**config.mk**
```make
export PLATFORM = sky130hd
export DESIGN_NAME = bciw_regs
export DESIGN_NICKNAME = d
export VERILOG_FILES = /design/src/bciw_pkg.sv /design/src/bciw_regs.sv /design/src/bciw_io_window.sv
export VERILOG_INCLUDE_DIRS = /design/src
export SDC_FILE = /design/constraint.sdc
export NUM_CORES = 1
export LEC_CHECK = 0
export ABC_CLOCK_PERIOD_IN_PS = 2920
export BUFFER_PORTS_ARGS = -buffer_cell sky130_fd_sc_hd__clkbuf_2
export CAP_MARGIN = 40
export CORE_AREA = 3 3 157 159
export CTS_CLUSTER_DIAMETER = 200
export DETAILED_ROUTE_END_ITERATION = 12
export DIE_AREA = 0 0 160 162
export SLEW_MARGIN = 20
export SYNTH_ARGS = -nofsm -noshare
export SYNTH_HDL_FRONTEND = slang
export SYNTH_SLANG_ARGS = --single-unit
```
**constraint.sdc**
```tcl
create_clock -name pclk -period 2.92 [get_ports pclk]
set_input_delay 0.584 -clock pclk [delete_from_list [all_inputs] [get_ports pclk]]
set_output_delay 0.584 -clock pclk [all_outputs]
set_load 0.1 [all_outputs]
```
**src/bciw_defs.svh**
```systemverilog
`ifndef BCIW_DEFS_SVH
`define BCIW_DEFS_SVH

// Register indices; byte address is four times the index
`define BCIW_IDX_PRI_LAT 12'h00D
`define BCIW_IDX_HEADER_TYPE 12'h00E
`define BCIW_IDX_SELF_TEST 12'h00F
`define BCIW_IDX_BASE_WIN0 12'h010
`define BCIW_IDX_BASE_WIN1 12'h014
`define BCIW_IDX_UP_SEG 12'h018
`define BCIW_IDX_DOWN_SEG 12'h019
`define BCIW_IDX_HIGH_SEG 12'h01A
`define BCIW_IDX_DOWN_LAT 12'h01B
`define BCIW_IDX_IO_LOW 12'h01C
`define BCIW_IDX_IO_HIGH 12'h01D
`define BCIW_IDX_LOCK 12'h040
`define BCIW_IDX_STATS 12'h041

// Fixed read values
`define BCIW_VAL_PRI_LAT 8'h00
`define BCIW_VAL_HEADER_TYPE 8'h01
`define BCIW_VAL_SELF_TEST 8'h00
`define BCIW_VAL_BASE_WIN 32'h0000_0000
`define BCIW_VAL_DOWN_LAT 8'h00

// Reset values
`define BCIW_RST_SEG 8'h00
`define BCIW_RST_WIDTH_FLAG 1'b1
`define BCIW_RST_IO_LOW 4'hF
`define BCIW_RST_IO_HIGH 4'h0

// Field positions inside the I/O bound bytes and the lock word
`define BCIW_FLD_FLAG 0
`define BCIW_FLD_ADDR_LO 4
`define BCIW_FLD_ADDR_HI 7
`define BCIW_FLD_LOCK 0

// Address pieces of the I/O window
`define BCIW_IO_PAGE_LOW 12'h000
`define BCIW_IO_PAGE_HIGH 12'hFFF

`endif

```
**src/bciw_pkg.sv**
```systemverilog
`default_nettype none
package bciw_pkg;

   // Register selected by an APB address
   typedef enum logic [3:0] {
      REG_NONE = 4'h0,
      REG_PRI_LAT = 4'h1,
      REG_HEADER_TYPE = 4'h2,
      REG_SELF_TEST = 4'h3,
      REG_BASE_WIN = 4'h4,
      REG_UP_SEG = 4'h5,
      REG_DOWN_SEG = 4'h6,
      REG_HIGH_SEG = 4'h7,
      REG_DOWN_LAT = 4'h8,
      REG_IO_LOW = 4'h9,
      REG_IO_HIGH = 4'hA,
      REG_LOCK = 4'hB,
      REG_STATS = 4'hC
   } bciw_reg_t;

endpackage : bciw_pkg
`default_nettype wire

```
**src/bciw_regs.sv**
```systemverilog
// Chosen here: the APB register port.
`timescale 1ns/1ps
`default_nettype none
`include "bciw_defs.svh"

module bciw_regs #(
   parameter int ADDR_W = 12, // APB byte address width
   parameter int CNT_W = 16 // Width of each forwarding counter
) (
   // Clock and reset
   input wire logic pclk,
   input wire logic presetn,
   // APB slave
   input wire logic psel,
   input wire logic penable,
   input wire logic pwrite,
   input wire logic [ADDR_W-1:0] paddr,
   input wire logic [31:0] pwdata,
   input wire logic [3:0] pstrb,
   output logic [31:0] prdata,
   output logic pready,
   output logic pslverr,
   // Upper halves of the I/O window from the neighbouring block
   input wire logic [15:0] io_upper_base,
   input wire logic [15:0] io_upper_limit,
   // I/O requests to be routed
   input wire logic io_req_valid,
   input wire logic io_req_from_secondary,
   input wire logic [31:0] io_req_addr,
   // Routing decisions
   output logic io_fwd_downstream,
   output logic io_fwd_upstream,
   // Configuration seen by the rest of the bridge
   output logic [7:0] upstream_segment_number,
   output logic [7:0] downstream_segment_number,
   output logic [7:0] highest_segment_behind,
   output logic io_addr_width_flag
);

   // Decoded phases of the bus
   logic setup_phase; // First cycle of a transfer
   logic access_phase; // Completing cycle, zero wait states
   logic wr_lane0; // Write that carries the low byte lane

   // Register selections
   bciw_pkg::bciw_reg_t rd_sel; // Target of the read snapshot
   bciw_pkg::bciw_reg_t wr_sel; // Target of a completing write

   // Register storage
   logic [3:0] io_low_nibble; // Window base bits 15:12
   logic [3:0] io_high_nibble; // Window limit bits 15:12
   logic width_lock; // Freezes the width flag once set
   logic [CNT_W-1:0] down_count; // Downstream forwards seen
   logic [CNT_W-1:0] up_count; // Upstream forwards seen
   logic stats_clear; // Software clears both counters

   // Read mux output
   logic [31:0] next_prdata;
   logic next_pslverr;

   // Map a byte address to a register; used by read and write paths
   function automatic bciw_pkg::bciw_reg_t decode_reg(input logic [ADDR_W-1:0] addr);
      logic [ADDR_W-1:0] idx;
      idx = {2'b00, addr[ADDR_W-1:2]};
      decode_reg = bciw_pkg::REG_NONE;
      // Misaligned byte addresses never select a register
      if (addr[1:0] == 2'b00) begin
         case (idx)
            `BCIW_IDX_PRI_LAT: decode_reg = bciw_pkg::REG_PRI_LAT;
            `BCIW_IDX_HEADER_TYPE: decode_reg = bciw_pkg::REG_HEADER_TYPE;
            `BCIW_IDX_SELF_TEST: decode_reg = bciw_pkg::REG_SELF_TEST;
            `BCIW_IDX_BASE_WIN0: decode_reg = bciw_pkg::REG_BASE_WIN;
            `BCIW_IDX_BASE_WIN1: decode_reg = bciw_pkg::REG_BASE_WIN;
            `BCIW_IDX_UP_SEG: decode_reg = bciw_pkg::REG_UP_SEG;
            `BCIW_IDX_DOWN_SEG: decode_reg = bciw_pkg::REG_DOWN_SEG;
            `BCIW_IDX_HIGH_SEG: decode_reg = bciw_pkg::REG_HIGH_SEG;
            `BCIW_IDX_DOWN_LAT: decode_reg = bciw_pkg::REG_DOWN_LAT;
            `BCIW_IDX_IO_LOW: decode_reg = bciw_pkg::REG_IO_LOW;
            `BCIW_IDX_IO_HIGH: decode_reg = bciw_pkg::REG_IO_HIGH;
            `BCIW_IDX_LOCK: decode_reg = bciw_pkg::REG_LOCK;
            `BCIW_IDX_STATS: decode_reg = bciw_pkg::REG_STATS;
            default: decode_reg = bciw_pkg::REG_NONE;
         endcase
      end
   endfunction : decode_reg

   // Bus phases
   assign setup_phase = psel && !penable;
   assign access_phase = psel && penable;

   // Registers only use the low lane; upper lanes carry nothing to store
   assign wr_lane0 = access_phase && pwrite && pstrb[0];

   // Read data is snapshotted in setup, so the slave never inserts waits
   assign pready = 1'b1;

   // Address decode for each direction
   assign rd_sel = decode_reg(paddr);
   assign wr_sel = wr_lane0 ? decode_reg(paddr) : bciw_pkg::REG_NONE;

   // Read mux; fixed bytes and reserved bits come back as constants
   always_comb begin
      next_prdata = 32'h0000_0000;
      next_pslverr = 1'b0;
      case (rd_sel)
         bciw_pkg::REG_PRI_LAT: begin
            next_prdata[7:0] = `BCIW_VAL_PRI_LAT;
         end
         bciw_pkg::REG_HEADER_TYPE: begin
            next_prdata[7:0] = `BCIW_VAL_HEADER_TYPE;
         end
         bciw_pkg::REG_SELF_TEST: begin
            next_prdata[7:0] = `BCIW_VAL_SELF_TEST;
         end
         bciw_pkg::REG_BASE_WIN: begin
            next_prdata = `BCIW_VAL_BASE_WIN;
         end
         bciw_pkg::REG_UP_SEG: begin
            next_prdata[7:0] = upstream_segment_number;
         end
         bciw_pkg::REG_DOWN_SEG: begin
            next_prdata[7:0] = downstream_segment_number;
         end
         bciw_pkg::REG_HIGH_SEG: begin
            next_prdata[7:0] = highest_segment_behind;
         end
         bciw_pkg::REG_DOWN_LAT: begin
            next_prdata[7:0] = `BCIW_VAL_DOWN_LAT;
         end
         bciw_pkg::REG_IO_LOW: begin
            // Bits 3:1 are reserved and stay zero
            next_prdata[`BCIW_FLD_FLAG] = io_addr_width_flag;
            next_prdata[`BCIW_FLD_ADDR_HI:`BCIW_FLD_ADDR_LO] = io_low_nibble;
         end
         bciw_pkg::REG_IO_HIGH: begin
            // Flag here is a live copy, never separate storage
            next_prdata[`BCIW_FLD_FLAG] = io_addr_width_flag;
            next_prdata[`BCIW_FLD_ADDR_HI:`BCIW_FLD_ADDR_LO] = io_high_nibble;
         end
         bciw_pkg::REG_LOCK: begin
            next_prdata[`BCIW_FLD_LOCK] = width_lock;
         end
         bciw_pkg::REG_STATS: begin
            next_prdata[CNT_W-1:0] = down_count;
            next_prdata[2*CNT_W-1:CNT_W] = up_count;
         end
         bciw_pkg::REG_NONE: begin
            // Unmapped word: zero data and an error answer
            next_pslverr = 1'b1;
         end
         default: begin
            next_pslverr = 1'b1;
         end
      endcase
   end

   // Read data and error answer, taken in the setup cycle
   always_ff @(posedge pclk or negedge presetn) begin
      if (!presetn) begin
         prdata <= 32'h0000_0000;
         pslverr <= 1'b0;
      end else if (setup_phase) begin
         // Writes answer with zero data but keep the error flag
         prdata <= pwrite ? 32'h0000_0000 : next_prdata;
         pslverr <= next_pslverr;
      end else if (!psel) begin
         // Idle bus: drop the answer
         prdata <= 32'h0000_0000;
         pslverr <= 1'b0;
      end
   end

   // Bus segment numbers, stored for software and driven to the rest of the bridge
   always_ff @(posedge pclk or negedge presetn) begin
      if (!presetn) begin
         upstream_segment_number <= `BCIW_RST_SEG;
         downstream_segment_number <= `BCIW_RST_SEG;
         highest_segment_behind <= `BCIW_RST_SEG;
      end else begin
         // Upstream number has no effect inside the bridge
         if (wr_sel == bciw_pkg::REG_UP_SEG) begin
            upstream_segment_number <= pwdata[7:0];
         end
         // Number of the segment on the secondary side
         if (wr_sel == bciw_pkg::REG_DOWN_SEG) begin
            downstream_segment_number <= pwdata[7:0];
         end
         // Highest segment reachable behind the bridge
         if (wr_sel == bciw_pkg::REG_HIGH_SEG) begin
            highest_segment_behind <= pwdata[7:0];
         end
      end
   end

   // Lock for the width flag; only reset can release it
   always_ff @(posedge pclk or negedge presetn) begin
      if (!presetn) begin
         width_lock <= 1'b0;
      end else if (wr_sel == bciw_pkg::REG_LOCK && pwdata[`BCIW_FLD_LOCK]) begin
         width_lock <= 1'b1;
      end
   end

   // Addressing width flag, writable until locked
   always_ff @(posedge pclk or negedge presetn) begin
      if (!presetn) begin
         io_addr_width_flag <= `BCIW_RST_WIDTH_FLAG;
      end else if (wr_sel == bciw_pkg::REG_IO_LOW && !width_lock) begin
         io_addr_width_flag <= pwdata[`BCIW_FLD_FLAG];
      end
   end

   // Window base nibble; reserved bits 3:1 are not stored
   always_ff @(posedge pclk or negedge presetn) begin
      if (!presetn) begin
         io_low_nibble <= `BCIW_RST_IO_LOW;
      end else if (wr_sel == bciw_pkg::REG_IO_LOW) begin
         io_low_nibble <= pwdata[`BCIW_FLD_ADDR_HI:`BCIW_FLD_ADDR_LO];
      end
   end

   // Window limit nibble; bit 0 written here is dropped
   always_ff @(posedge pclk or negedge presetn) begin
      if (!presetn) begin
         io_high_nibble <= `BCIW_RST_IO_HIGH;
      end else if (wr_sel == bciw_pkg::REG_IO_HIGH) begin
         io_high_nibble <= pwdata[`BCIW_FLD_ADDR_HI:`BCIW_FLD_ADDR_LO];
      end
   end

   // Any write to the statistics word that carries the low byte lane clears both counters
   assign stats_clear = (wr_sel == bciw_pkg::REG_STATS);

   // Window compare and routing pulses
   bciw_io_window u_window (
      .pclk(pclk),
      .presetn(presetn),
      .low_nibble(io_low_nibble),
      .high_nibble(io_high_nibble),
      .io_addr_width_flag(io_addr_width_flag),
      .io_upper_base(io_upper_base),
      .io_upper_limit(io_upper_limit),
      .io_req_valid(io_req_valid),
      .io_req_from_secondary(io_req_from_secondary),
      .io_req_addr(io_req_addr),
      .io_fwd_downstream(io_fwd_downstream),
      .io_fwd_upstream(io_fwd_upstream)
   );

   // Downstream counter; an event in the clear cycle still counts
   always_ff @(posedge pclk or negedge presetn) begin
      if (!presetn) begin
         down_count <= '0;
      end else if (stats_clear) begin
         down_count <= io_fwd_downstream ? CNT_W'(1) : '0;
      end else if (io_fwd_downstream) begin
         // Wraps silently; software samples often enough
         down_count <= down_count + CNT_W'(1);
      end
   end

   // Upstream counter, same clear priority
   always_ff @(posedge pclk or negedge presetn) begin
      if (!presetn) begin
         up_count <= '0;
      end else if (stats_clear) begin
         up_count <= io_fwd_upstream ? CNT_W'(1) : '0;
      end else if (io_fwd_upstream) begin
         up_count <= up_count + CNT_W'(1);
      end
   end

   // Writes to fixed bytes and base windows select nothing that stores

endmodule : bciw_regs
`default_nettype wire

```
**src/bciw_io_window.sv**
```systemverilog
`timescale 1ns/1ps
`default_nettype none
`include "bciw_defs.svh"

module bciw_io_window (
   // Clock and reset
   input wire logic pclk,
   input wire logic presetn,
   // Programmed window
   input wire logic [3:0] low_nibble,
   input wire logic [3:0] high_nibble,
   input wire logic io_addr_width_flag,
   input wire logic [15:0] io_upper_base,
   input wire logic [15:0] io_upper_limit,
   // Incoming I/O request
   input wire logic io_req_valid,
   input wire logic io_req_from_secondary,
   input wire logic [31:0] io_req_addr,
   // Registered decision, one-cycle pulses
   output logic io_fwd_downstream,
   output logic io_fwd_upstream
);

   logic [31:0] win_low; // Lowest claimed address, 4KB aligned
   logic [31:0] win_high; // Highest claimed address, low 12 bits all ones
   logic in_window; // Address falls inside the window

   // Narrow addressing drops the upper halves, so only the low 64K can hit
   always_comb begin
      if (io_addr_width_flag) begin
         win_low = {io_upper_base, low_nibble, `BCIW_IO_PAGE_LOW};
         win_high = {io_upper_limit, high_nibble, `BCIW_IO_PAGE_HIGH};
      end else begin
         win_low = {16'h0000, low_nibble, `BCIW_IO_PAGE_LOW};
         win_high = {16'h0000, high_nibble, `BCIW_IO_PAGE_HIGH};
      end
   end

   // Inclusive compare; an inverted window can never hit
   assign in_window = (io_req_addr >= win_low) && (io_req_addr <= win_high);

   // Decision is registered so downstream logic sees a clean pulse
   always_ff @(posedge pclk or negedge presetn) begin
      if (!presetn) begin
         io_fwd_downstream <= 1'b0;
         io_fwd_upstream <= 1'b0;
      end else begin
         io_fwd_downstream <= io_req_valid && !io_req_from_secondary && in_window;
         io_fwd_upstream <= io_req_valid && io_req_from_secondary && !in_window;
      end
   end

endmodule : bciw_io_window
`default_nettype wire

```
==> results.cfg, run 1 <==
[finish]
instances_no_fill = 1059
leading_cell_types_in_the_layout_fill_and_taps_excluded = sky130_fd_sc_hd__clkbuf_2, sky130_fd_sc_hd__dfrtp_1, sky130_fd_sc_hd__nand2_1
insertedDiodeCount = 0
areaGrowthSynthToFinish_pct = 26.9
finalNetCount = 896
utilization_pct = 31.5
final_common_cell = sky130_fd_sc_hd__clkbuf_2
post_route_cells_drive_above_1_share_pct = 30.8

[clock_tree]
clkSinkCount = 101
cts_setup_buffers = 0
post_cts_clock_slew_at_the_launch_and_capture_registers_of_the_worst_setup_and_hold_paths_ns = 0.07
cts_tree = built
cts_max_path_buffers = 2
ctsHtreeMaxLevel = 3
cts-root-buf = sky130_fd_sc_hd__clkbuf_16
tritoncts.num_buffers = 9
clock_latency_ns = 0.35

[sta]
slew-limit-headroom_pct = 55.5
fmaxAchievable_ghz = 0.364
setup_viol_count_final = 0
grt_setup_unrepaired = false
period_needed_ns = 2.75
maxSlewViolCount = 0
holdWs_ns = 0.486
timing_hold_violations_final = 0
clock_skew_ns = 0.0101
post-route-period-util_pct = 94.1
totalNegativeSetupSlack_ns = 0
worst_slew_pin_slew_ns = 0.668

[yosys]
synth-seq-cells = 101
synth_enable_flop_cells = 0
post-synth-top-area-cell = sky130_fd_sc_hd__dfrtp_1
yosys-top-cells-area = sky130_fd_sc_hd__dfrtp_1, sky130_fd_sc_hd__ha_1, sky130_fd_sc_hd__a22o_1
synth_seq_area_share_pct = 43.6
syn-mean-instance-area_um2 = 10.2
cells_after_synth = 572
most_common_flop_cell_mapped_by_yosys = sky130_fd_sc_hd__dfrtp_1
postSynth.asyncResetShare_pct = 100
synth-warning-count = 0
synth.lib_cells_used.distinct = 62
synthesized_net_count = 733
synth_area_um2 = 5810
synth_top_area_share_pct = 41.3

[floorplanning]
initial_core_utilization_pct = 24.8
dieHeight_um = 162
floorplan.die.width_um = 160
core_region_area_um2 = 23400
num_io_pins = 180
floorplan.rows = 56
die_area_um2 = 25900

[critical_path]
timing.critical_path.fanout_max = 32
sort_of_element_at_the_end_of_the_critical_path = flip-flop
crit_path_start_kind = flip-flop
critical_path_required_ns = 3.22
critical_path_arrival_ns = 3.04
worst-setup-path-type = flip-flop to flip-flop

[status]
outcome = finished, final reports clean

[power_and_ir_drop]
worst_ir_drop_vdd_mv = 0.320
totalPowerFinal_mw = 3.72
pwr_density_cell_nw_per_um2 = 505
power.static_leakage_nw = 3.39

[worst_hold_path]
worst_hold_path_type = input port to flip-flop

[drt]
antenna_violating_nets_post_route = 0
routedWlPerCell_um = 15.8
avgViaCountPerCell = 4.68
detail_route.first_pass.iterations = 5
drt-total-wl_um = 16700
dr_iter_0_viols = 232
dr_total_vias = 4956
detail_route.drc_violations = 0

[placed_design]
port_buffers = 151
hpwl_um = 13300
gpl.final_weighted_congestion = 0.828
place.detailed.instances = 1042

[grt]
grt_remaining_overflow = 0
grt_pass1_wl_um = 26900
global_route_total_usage_across_every_layer_pct = 13.0
grt_max_degree = 54
via_count_of_the_first_global_routing_pass = 5017
antenna_found_initial = 1

[job]
cap_viol_max_count = 0
critical path: stages, from the launching register on:
cell                        delay, ns
sky130_fd_sc_hd__dfstp_4         0.80
sky130_fd_sc_hd__nand2_1         0.09
sky130_fd_sc_hd__ha_1            0.32
sky130_fd_sc_hd__a2111oi_0       0.45
sky130_fd_sc_hd__nand2_1         0.09
sky130_fd_sc_hd__a31oi_1         0.20
sky130_fd_sc_hd__nor4_1          0.08
sky130_fd_sc_hd__o21ai_0         0.17
sky130_fd_sc_hd__o31ai_1         0.13
sky130_fd_sc_hd__nor3b_1         0.21
sky130_fd_sc_hd__buf_4           0.15
layer usage:
| layer | global-route usage [%] | vias up | routed length (µm) |
|---|---|---|---|
| met4 | 4.22 | 2 | 278 |
| li1 | - | 2431 | - |
| met3 | 3.34 | 19 | 1120 |
| met1 | 16.5 | 2360 | 7520 |
| met2 | 21.6 | 144 | 7820 |
| met5 | 0 | - | 9 |
logic make-up after synthesis:
| kind of cell | share of synthesized area [%] |
|---|---|
| XOR/XNOR | 4.52 |
| multiplexers | 6.16 |
| other | 0.0645 |
| AO/OA/AOI/OAI | 15.7 |
| AND/OR/NAND/NOR | 18.3 |
| buffers and inverters | 2.69 |
| adder cells (fa/ha/maj) | 9.04 |
| flip-flops | 43.6 |
state kept, by name (all words and copies together), names as in the netlist:
name and cells:
prdata 32, down_count 16, up_count 16, downstream_segment_number 8, highest_segment_behind 8, upstream_segment_number 8
io_high_nibble 4, io_low_nibble 4, io_addr_width_flag 1, pslverr 1, u_window.io_fwd_downstream 1, u_window.io_fwd_upstream 1
width_lock 1
stage by stage:
| stage | cell area (µm²) | setup WS, ns |
|---|---|---|
| detailed placement | 7050 | 0.103 |
| CTS | 7360 | 0.199 |
| floorplan | 5820 | 0.0817 |
| global placement | 7050 | 0.135 |
| finish | 7380 | 0.172 |
| global route | 7380 | 0.0563 |
what timing repair did:
action                                  in CTS  in global routing
endpoints found under the setup margin       0                  1
hold buffers                                 0                  1
endpoints found under the hold margin        0                  2
gates resized for setup                      0                  1
final cells by class:
class / count / area (µm²)
Fill cell: 2490 / 16000
Multi-Input combinational cell: 434 / 3130
Sequential cell: 101 / 2540
Timing Repair Buffer: 176 / 948
Tap cell: 319 / 399
Clock buffer: 11 / 233
Clock inverter: 5 / 77.6
Inverter: 13 / 48.8
where the power goes:
part	internal [mW]	leakage, nW	switching (mW)	total, mW
Sequential	1.60	1.28	0.240	1.84
Clock	0.749	0.150	0.525	1.27
Combinational	0.286	1.97	0.326	0.612
Total	2.63	3.39	1.09	3.72
Yosys cell counts (all sizes together) (13+ instances only):
cell type / number
dfrtp: 96
nand2: 73
nor2: 44
ha: 42
a22o: 31
mux2: 30
xor2: 22
o21ai: 18
nand4: 17
clkbuf: 16
a21o: 15
nand3: 14
a21oi: 13
inv: 13
worst paths after layout:
path,start,endpoint,slack (ns),cells past startpoint
max in group asynchronous,presetn,downstream_segment_number[3]$_DFFE_PN0N_,1.52,3
min,pwdata[3],highest_segment_behind[3]$_DFFE_PN0N_,0.49,2
min in group asynchronous,presetn,prdata[10]$_DFFE_PN0P_,0.57,2
min reg2reg,width_lock$_DFFE_PN0P_,width_lock$_DFFE_PN0P_,0.49,1
max,io_addr_width_flag$_DFFE_PN1P_,u_window.io_fwd_downstream$_DFF_PN0_,0.17,10
max reg2reg,io_addr_width_flag$_DFFE_PN1P_,u_window.io_fwd_downstream$_DFF_PN0_,0.17,10
(Power assumes the default switching activity.)
==> inputs of run 2 (changes only) <==
- REMOVE_ABC_BUFFERS: not set -> 1
==> results.cfg, run 2 (synthesized netlist as in run 1, its figures left out) <==
[grt]
grt_pass1_wl_um = 26700
grt_remaining_overflow = 0
grt.met1_usage_pct = 16.4
via_count_of_the_first_global_routing_pass = 4985
global_route_total_usage_across_every_layer_pct = 12.8
grt_max_degree = 49
antenna_found_initial = 0
grt.met2_usage_pct = 21.7
busiest_layer = met2
grt_use_met3_pct = 3.55

[clock_tree]
ctsHtreeMaxLevel = 3
tritoncts.num_buffers = 9
cts-root-buf = sky130_fd_sc_hd__clkbuf_16
clkSinkCount = 101
clock_latency_ns = 0.35
cts_resized = 0
cts_max_path_buffers = 2
cts_tree = built
cts-hold-fix-buffers = 0
post_cts_clock_slew_at_the_launch_and_capture_registers_of_the_worst_setup_and_hold_paths_ns = 0.07
cts_setup_buffers = 0

[finish]
finalNetCount = 895
top_register = prdata
insertedDiodeCount = 0
num-fill-cells = 2494
largest_registers = prdata (32), down_count (16), up_count (16)
largest_register_ffs = 32
final_common_cell = sky130_fd_sc_hd__clkbuf_2
areaGrowthSynthToFinish_pct = 26.7
post_route_cells_drive_above_1_share_pct = 31.0
leading_cell_types_in_the_layout_fill_and_taps_excluded = sky130_fd_sc_hd__clkbuf_2, sky130_fd_sc_hd__dfrtp_1, sky130_fd_sc_hd__nand2_1

[drt]
dr_total_vias = 4945
dr_iter_0_viols = 212
avgViaCountPerCell = 4.67
routedWlPerCell_um = 15.7
detail_route.drc_violations = 0
drt-total-wl_um = 16600
detail_route.first_pass.iterations = 4
antenna_violating_nets_post_route = 0

[job]
cap_viol_max_count = 0

[critical_path]
slowest_delay_ns = 0.54
worstPathCellList = buf_12 > nand2_1 > ha_1 > a2111oi_0 > nand2_1 > a31oi_1 > nor4_1 > o21ai_0 > o31ai_1 > nor3b_1
crit_top_cell = sky130_fd_sc_hd__nand2_1
sort_of_element_at_the_end_of_the_critical_path = flip-flop
timing.critical_path.fanout_max = 35
crit_path_start_kind = flip-flop
cp_slowest_cell = sky130_fd_sc_hd__dfstp_2
worst-setup-path-type = flip-flop to flip-flop
critical_path_required_ns = 3.17
critical_path_arrival_ns = 2.83

[power_and_ir_drop]
cellInternalPower_mw = 2.48
power.sequential.fraction_pct = 51.1
power_frac_clock_pct = 31.9
power.static_leakage_nw = 3.39
totalPowerFinal_mw = 3.60
switchingPower_mw = 1.12
worst_ir_drop_vdd_mv = 0.298
combinationalPowerShare_pct = 16.9
power.switching_fraction_pct = 31.2
pwr_density_cell_nw_per_um2 = 489

[floorplanning]
dieHeight_um = 162
floorplan.rows = 56
num_io_pins = 180
floorplan.die.width_um = 160
core_region_area_um2 = 23400
initial_core_utilization_pct = 24.8
die_area_um2 = 25900

[worst_hold_path]
worst_hold_path_type = input port to async pin

[placed_design]
port_buffers = 151
hpwl_um = 13200
gpl.final_weighted_congestion = 0.815
placement.setup.worst_slack_ns = 0.129

[sta]
timing_hold_violations_final = 0
setup_ws_ns = 0.337
worst_slew_pin_slew_ns = 0.598
clock_skew_ns = 0.00768
grt_setup_unrepaired = false
setup_viol_count_final = 0
fmaxAchievable_ghz = 0.387
post-route-period-util_pct = 88.5
period_needed_ns = 2.58
slew-limit-headroom_pct = 60.3
maxSlewViolCount = 0

[status]
outcome = finished, final reports clean
[run 2: power by group through the flow]
stage | sequential, mW | clock, mW | combinational (mW)
after floorplan | 1.81 | 0 | 0.404
after global placement | 1.86 | 0 | 0.598
after detailed placement | 1.86 | 0 | 0.615
after CTS | 1.84 | 1.19 | 0.620
after global routing | 1.88 | 1.25 | 0.705
final | 1.84 | 1.15 | 0.609
[run 2: path summary, 6_finish.rpt]
path / slack [ns] / start / end / cells past startpoint
min: 0.20 / presetn / prdata[28]$_DFFE_PN0P_ / 1
min in group pclk: 0.41 / io_req_from_secondary / u_window.io_fwd_downstream$_DFF_PN0_ / 2
min reg2reg: 0.48 / width_lock$_DFFE_PN0P_ / width_lock$_DFFE_PN0P_ / 1
max: 0.34 / io_addr_width_flag$_DFFE_PN1P_ / u_window.io_fwd_downstream$_DFF_PN0_ / 10
max reg2reg: 0.34 / io_addr_width_flag$_DFFE_PN1P_ / u_window.io_fwd_downstream$_DFF_PN0_ / 10
max in group asynchronous: 2.02 / presetn / io_addr_width_flag$_DFFE_PN1P_ / 2
[run 2: layout make-up]
class	instances	area (µm²)	area share [%]
inverters	13	48.8	0.662
repair buffers	175	976	13.2
multi-input cells	434	3130	42.4
well taps	319	399	5.42
flip-flops and latches	101	2530	34.4
clock inverters	7	58.8	0.798
clock buffers	9	225	3.06
[run 2: routing by layer]
metal	share of wire, %	up-vias	routed length [µm]
li1	-	2442	-
met1	45	2343	7400
met2	48	152	7970
met3	6.7	8	1110
met4	0.78	0	129
met5	0	-	0
[run 2: worst max-delay path, delay by kind of cell (launching register included)]
kind	cells	cell delay, ns
compound gates	4	0.97
fa+ha+maj	1	0.30
buf+inv	1	0.18
flops	1	0.54
simple gates	4	0.47
[run 2: metrics by stage]
step | instances | instance area [µm²] | util [%] | TNS [ns] | hold slack [ns]
after floorplan | 548 | 5710 | - | -2.23 | 0.288
after global placement | 1042 | 7080 | 30.3 | 0 | 0.447
after detailed placement | 1042 | 7080 | 30.3 | 0 | 0.458
after CTS | 1058 | 7370 | 31.5 | 0 | 0.209
after global routing | 1058 | 7370 | 31.5 | 0 | 0.228
final | 1058 | 7370 | 31.5 | 0 | 0.201
==> inputs of run 3 (changes only) <==
- CORE_AREA: 3 3 157 159 -> 3 3 119 121
- CTS_CLUSTER_DIAMETER: 200 -> 80
- DIE_AREA: 0 0 160 162 -> 0 0 122 124
- PLACE_DENSITY: not set -> 0.7
==> results.cfg, run 3 (synthesized netlist as in run 1, its figures left out) <==
[power_and_ir_drop]
pwr_density_cell_nw_per_um2 = 517
power.sequential.fraction_pct = 50.5
totalPowerFinal_mw = 3.67
cellInternalPower_mw = 2.61
switchingPower_mw = 1.06
combinationalPowerShare_pct = 16.7
worst_ir_drop_vdd_mv = 0.305
power.static_leakage_nw = 3.35
power.switching_fraction_pct = 28.9
power_frac_clock_pct = 32.9

[critical_path]
critical_path_arrival_ns = 2.89
r2r_cells = 9
sort_of_element_at_the_end_of_the_critical_path = flip-flop
r2r_start = io_addr_width_flag$_DFFE_PN1P_
worst-setup-path-type = flip-flop to flip-flop
ff2ff_setup_slack_ns = 0.25
timing.critical_path.fanout_max = 29
critical_path_required_ns = 3.14
crit-reg2reg-capture = u_window.io_fwd_upstream$_DFF_PN0_
crit_path_start_kind = flip-flop

[finish]
seq_area_um2 = 2540
insertedDiodeCount = 0
top_register = prdata
num-fill-cells = 1218
post_route_cells_drive_above_1_share_pct = 29.8
finalNetCount = 884
largest_registers = prdata (32), down_count (16), up_count (16)
areaGrowthSynthToFinish_pct = 22.3
final_common_cell = sky130_fd_sc_hd__clkbuf_2
post-route-cell-area_um2 = 7110
largest_register_ffs = 32
instances_no_fill = 903
multi_input_comb_area_um2 = 3130
utilization_pct = 53.9
leading_cell_types_in_the_layout_fill_and_taps_excluded = sky130_fd_sc_hd__clkbuf_2, sky130_fd_sc_hd__dfrtp_1, sky130_fd_sc_hd__nand2_1

[clock_tree]
cts_resized = 0
clkSinkCount = 101
cts_setup_buffers = 0
post_cts_clock_slew_at_the_launch_and_capture_registers_of_the_worst_setup_and_hold_paths_ns = 0.06
cts_tree = built
clock_latency_ns = 0.34
ctsHtreeMaxLevel = 3
cts-hold-fix-buffers = 0
tritoncts.num_buffers = 9
cts-root-buf = sky130_fd_sc_hd__clkbuf_16
cts_max_path_buffers = 2

[sta]
totalNegativeSetupSlack_ns = 0
setup_viol_count_final = 0
post-route-period-util_pct = 91.3
setup_ws_ns = 0.253
timing_hold_violations_final = 0
grt_setup_unrepaired = false
clock_skew_ns = 0.00582
holdWs_ns = 0.242
period_needed_ns = 2.67
slew-limit-headroom_pct = 62.0
worst_slew_pin_slew_ns = 0.570
fmaxAchievable_ghz = 0.375
maxSlewViolCount = 0

[drt]
detail_route.drc_violations = 0
dr_total_vias = 5039
dr_iter_0_viols = 261
routedWlPerCell_um = 16.4
drt-total-wl_um = 14800
detail_route.first_pass.iterations = 5
avgViaCountPerCell = 5.58
antenna_violating_nets_post_route = 0

[grt]
global_route_total_usage_across_every_layer_pct = 19.9
antenna_found_initial = 0
grt_max_degree = 58
grt_remaining_overflow = 0
grt_pass1_wl_um = 24200
via_count_of_the_first_global_routing_pass = 5035

[placed_design]
place.detailed.instances = 888
gpl.final_weighted_congestion = 0.876
port_buffers = 151
placement.setup.worst_slack_ns = 0.0286
hpwl_um = 11700
place_area_um2 = 6800

[floorplanning]
die_area_um2 = 15100
initial_core_utilization_pct = 44.1
num_io_pins = 180
floorplan.die.width_um = 122
dieHeight_um = 124
core_region_area_um2 = 13200
floorplan.rows = 42

[worst_hold_path]
worst_hold_path_type = input port to async pin

[job]
cap_viol_max_count = 0

[status]
outcome = finished, final reports clean
## run 3: worst max path at each step
stage                                   startpoint                                endpoint  slack [ns]  depth (start not counted)
floorplan                                  penable              down_count[10]$_DFFE_PN0P_       -0.07                          5
global placement                          paddr[7]  upstream_segment_number[2]$_DFFE_PN0N_        0.08                          9
detailed placement                        paddr[7]  upstream_segment_number[4]$_DFFE_PN0N_        0.03                          9
CTS                 io_addr_width_flag$_DFFE_PN1P_      u_window.io_fwd_upstream$_DFF_PN0_        0.15                          9
global route        io_addr_width_flag$_DFFE_PN1P_      u_window.io_fwd_upstream$_DFF_PN0_        0.02                          9
finish              io_addr_width_flag$_DFFE_PN1P_      u_window.io_fwd_upstream$_DFF_PN0_        0.25                          9
## run 3: worst max-delay path, cell delays in order, from the launching register on
cell and delay, ns:
sky130_fd_sc_hd__dfstp_4 0.77, sky130_fd_sc_hd__nand2_1 0.08, sky130_fd_sc_hd__ha_1 0.32, sky130_fd_sc_hd__a2111oi_0 0.45, sky130_fd_sc_hd__nand2_1 0.10, sky130_fd_sc_hd__a31oi_1 0.18, sky130_fd_sc_hd__nor4_1 0.07, sky130_fd_sc_hd__o21ai_0 0.20
sky130_fd_sc_hd__o31ai_1 0.17, sky130_fd_sc_hd__and3_1 0.21
## run 3: cell type report
class,count,share of cell area (%)
Clock buffer,12,3.75
Clock inverter,3,0.616
Inverter,13,0.686
Multi-Input combinational cell,434,44.0
Sequential cell,101,35.7
Tap cell,176,3.10
Timing Repair Buffer,164,12.2
## run 3: power by group through the flow
stage | Clock, mW | Combinational, mW | Sequential, mW
after floorplan | 0 | 0.404 | 1.81
after global placement | 0 | 0.586 | 1.86
after detailed placement | 0 | 0.618 | 1.87
after CTS | 1.23 | 0.622 | 1.85
after global routing | 1.30 | 0.705 | 1.89
final | 1.21 | 0.613 | 1.85
## run 3: routing by layer
metal / global-route usage [%] / vias up / routed length (µm)
li1: - / 2413 / -
met1: 25.7 / 2460 / 6290
met2: 35.0 / 150 / 7580
met3: 3.59 / 16 / 763
met4: 4.83 / 0 / 165
met5: 0 / - / 0
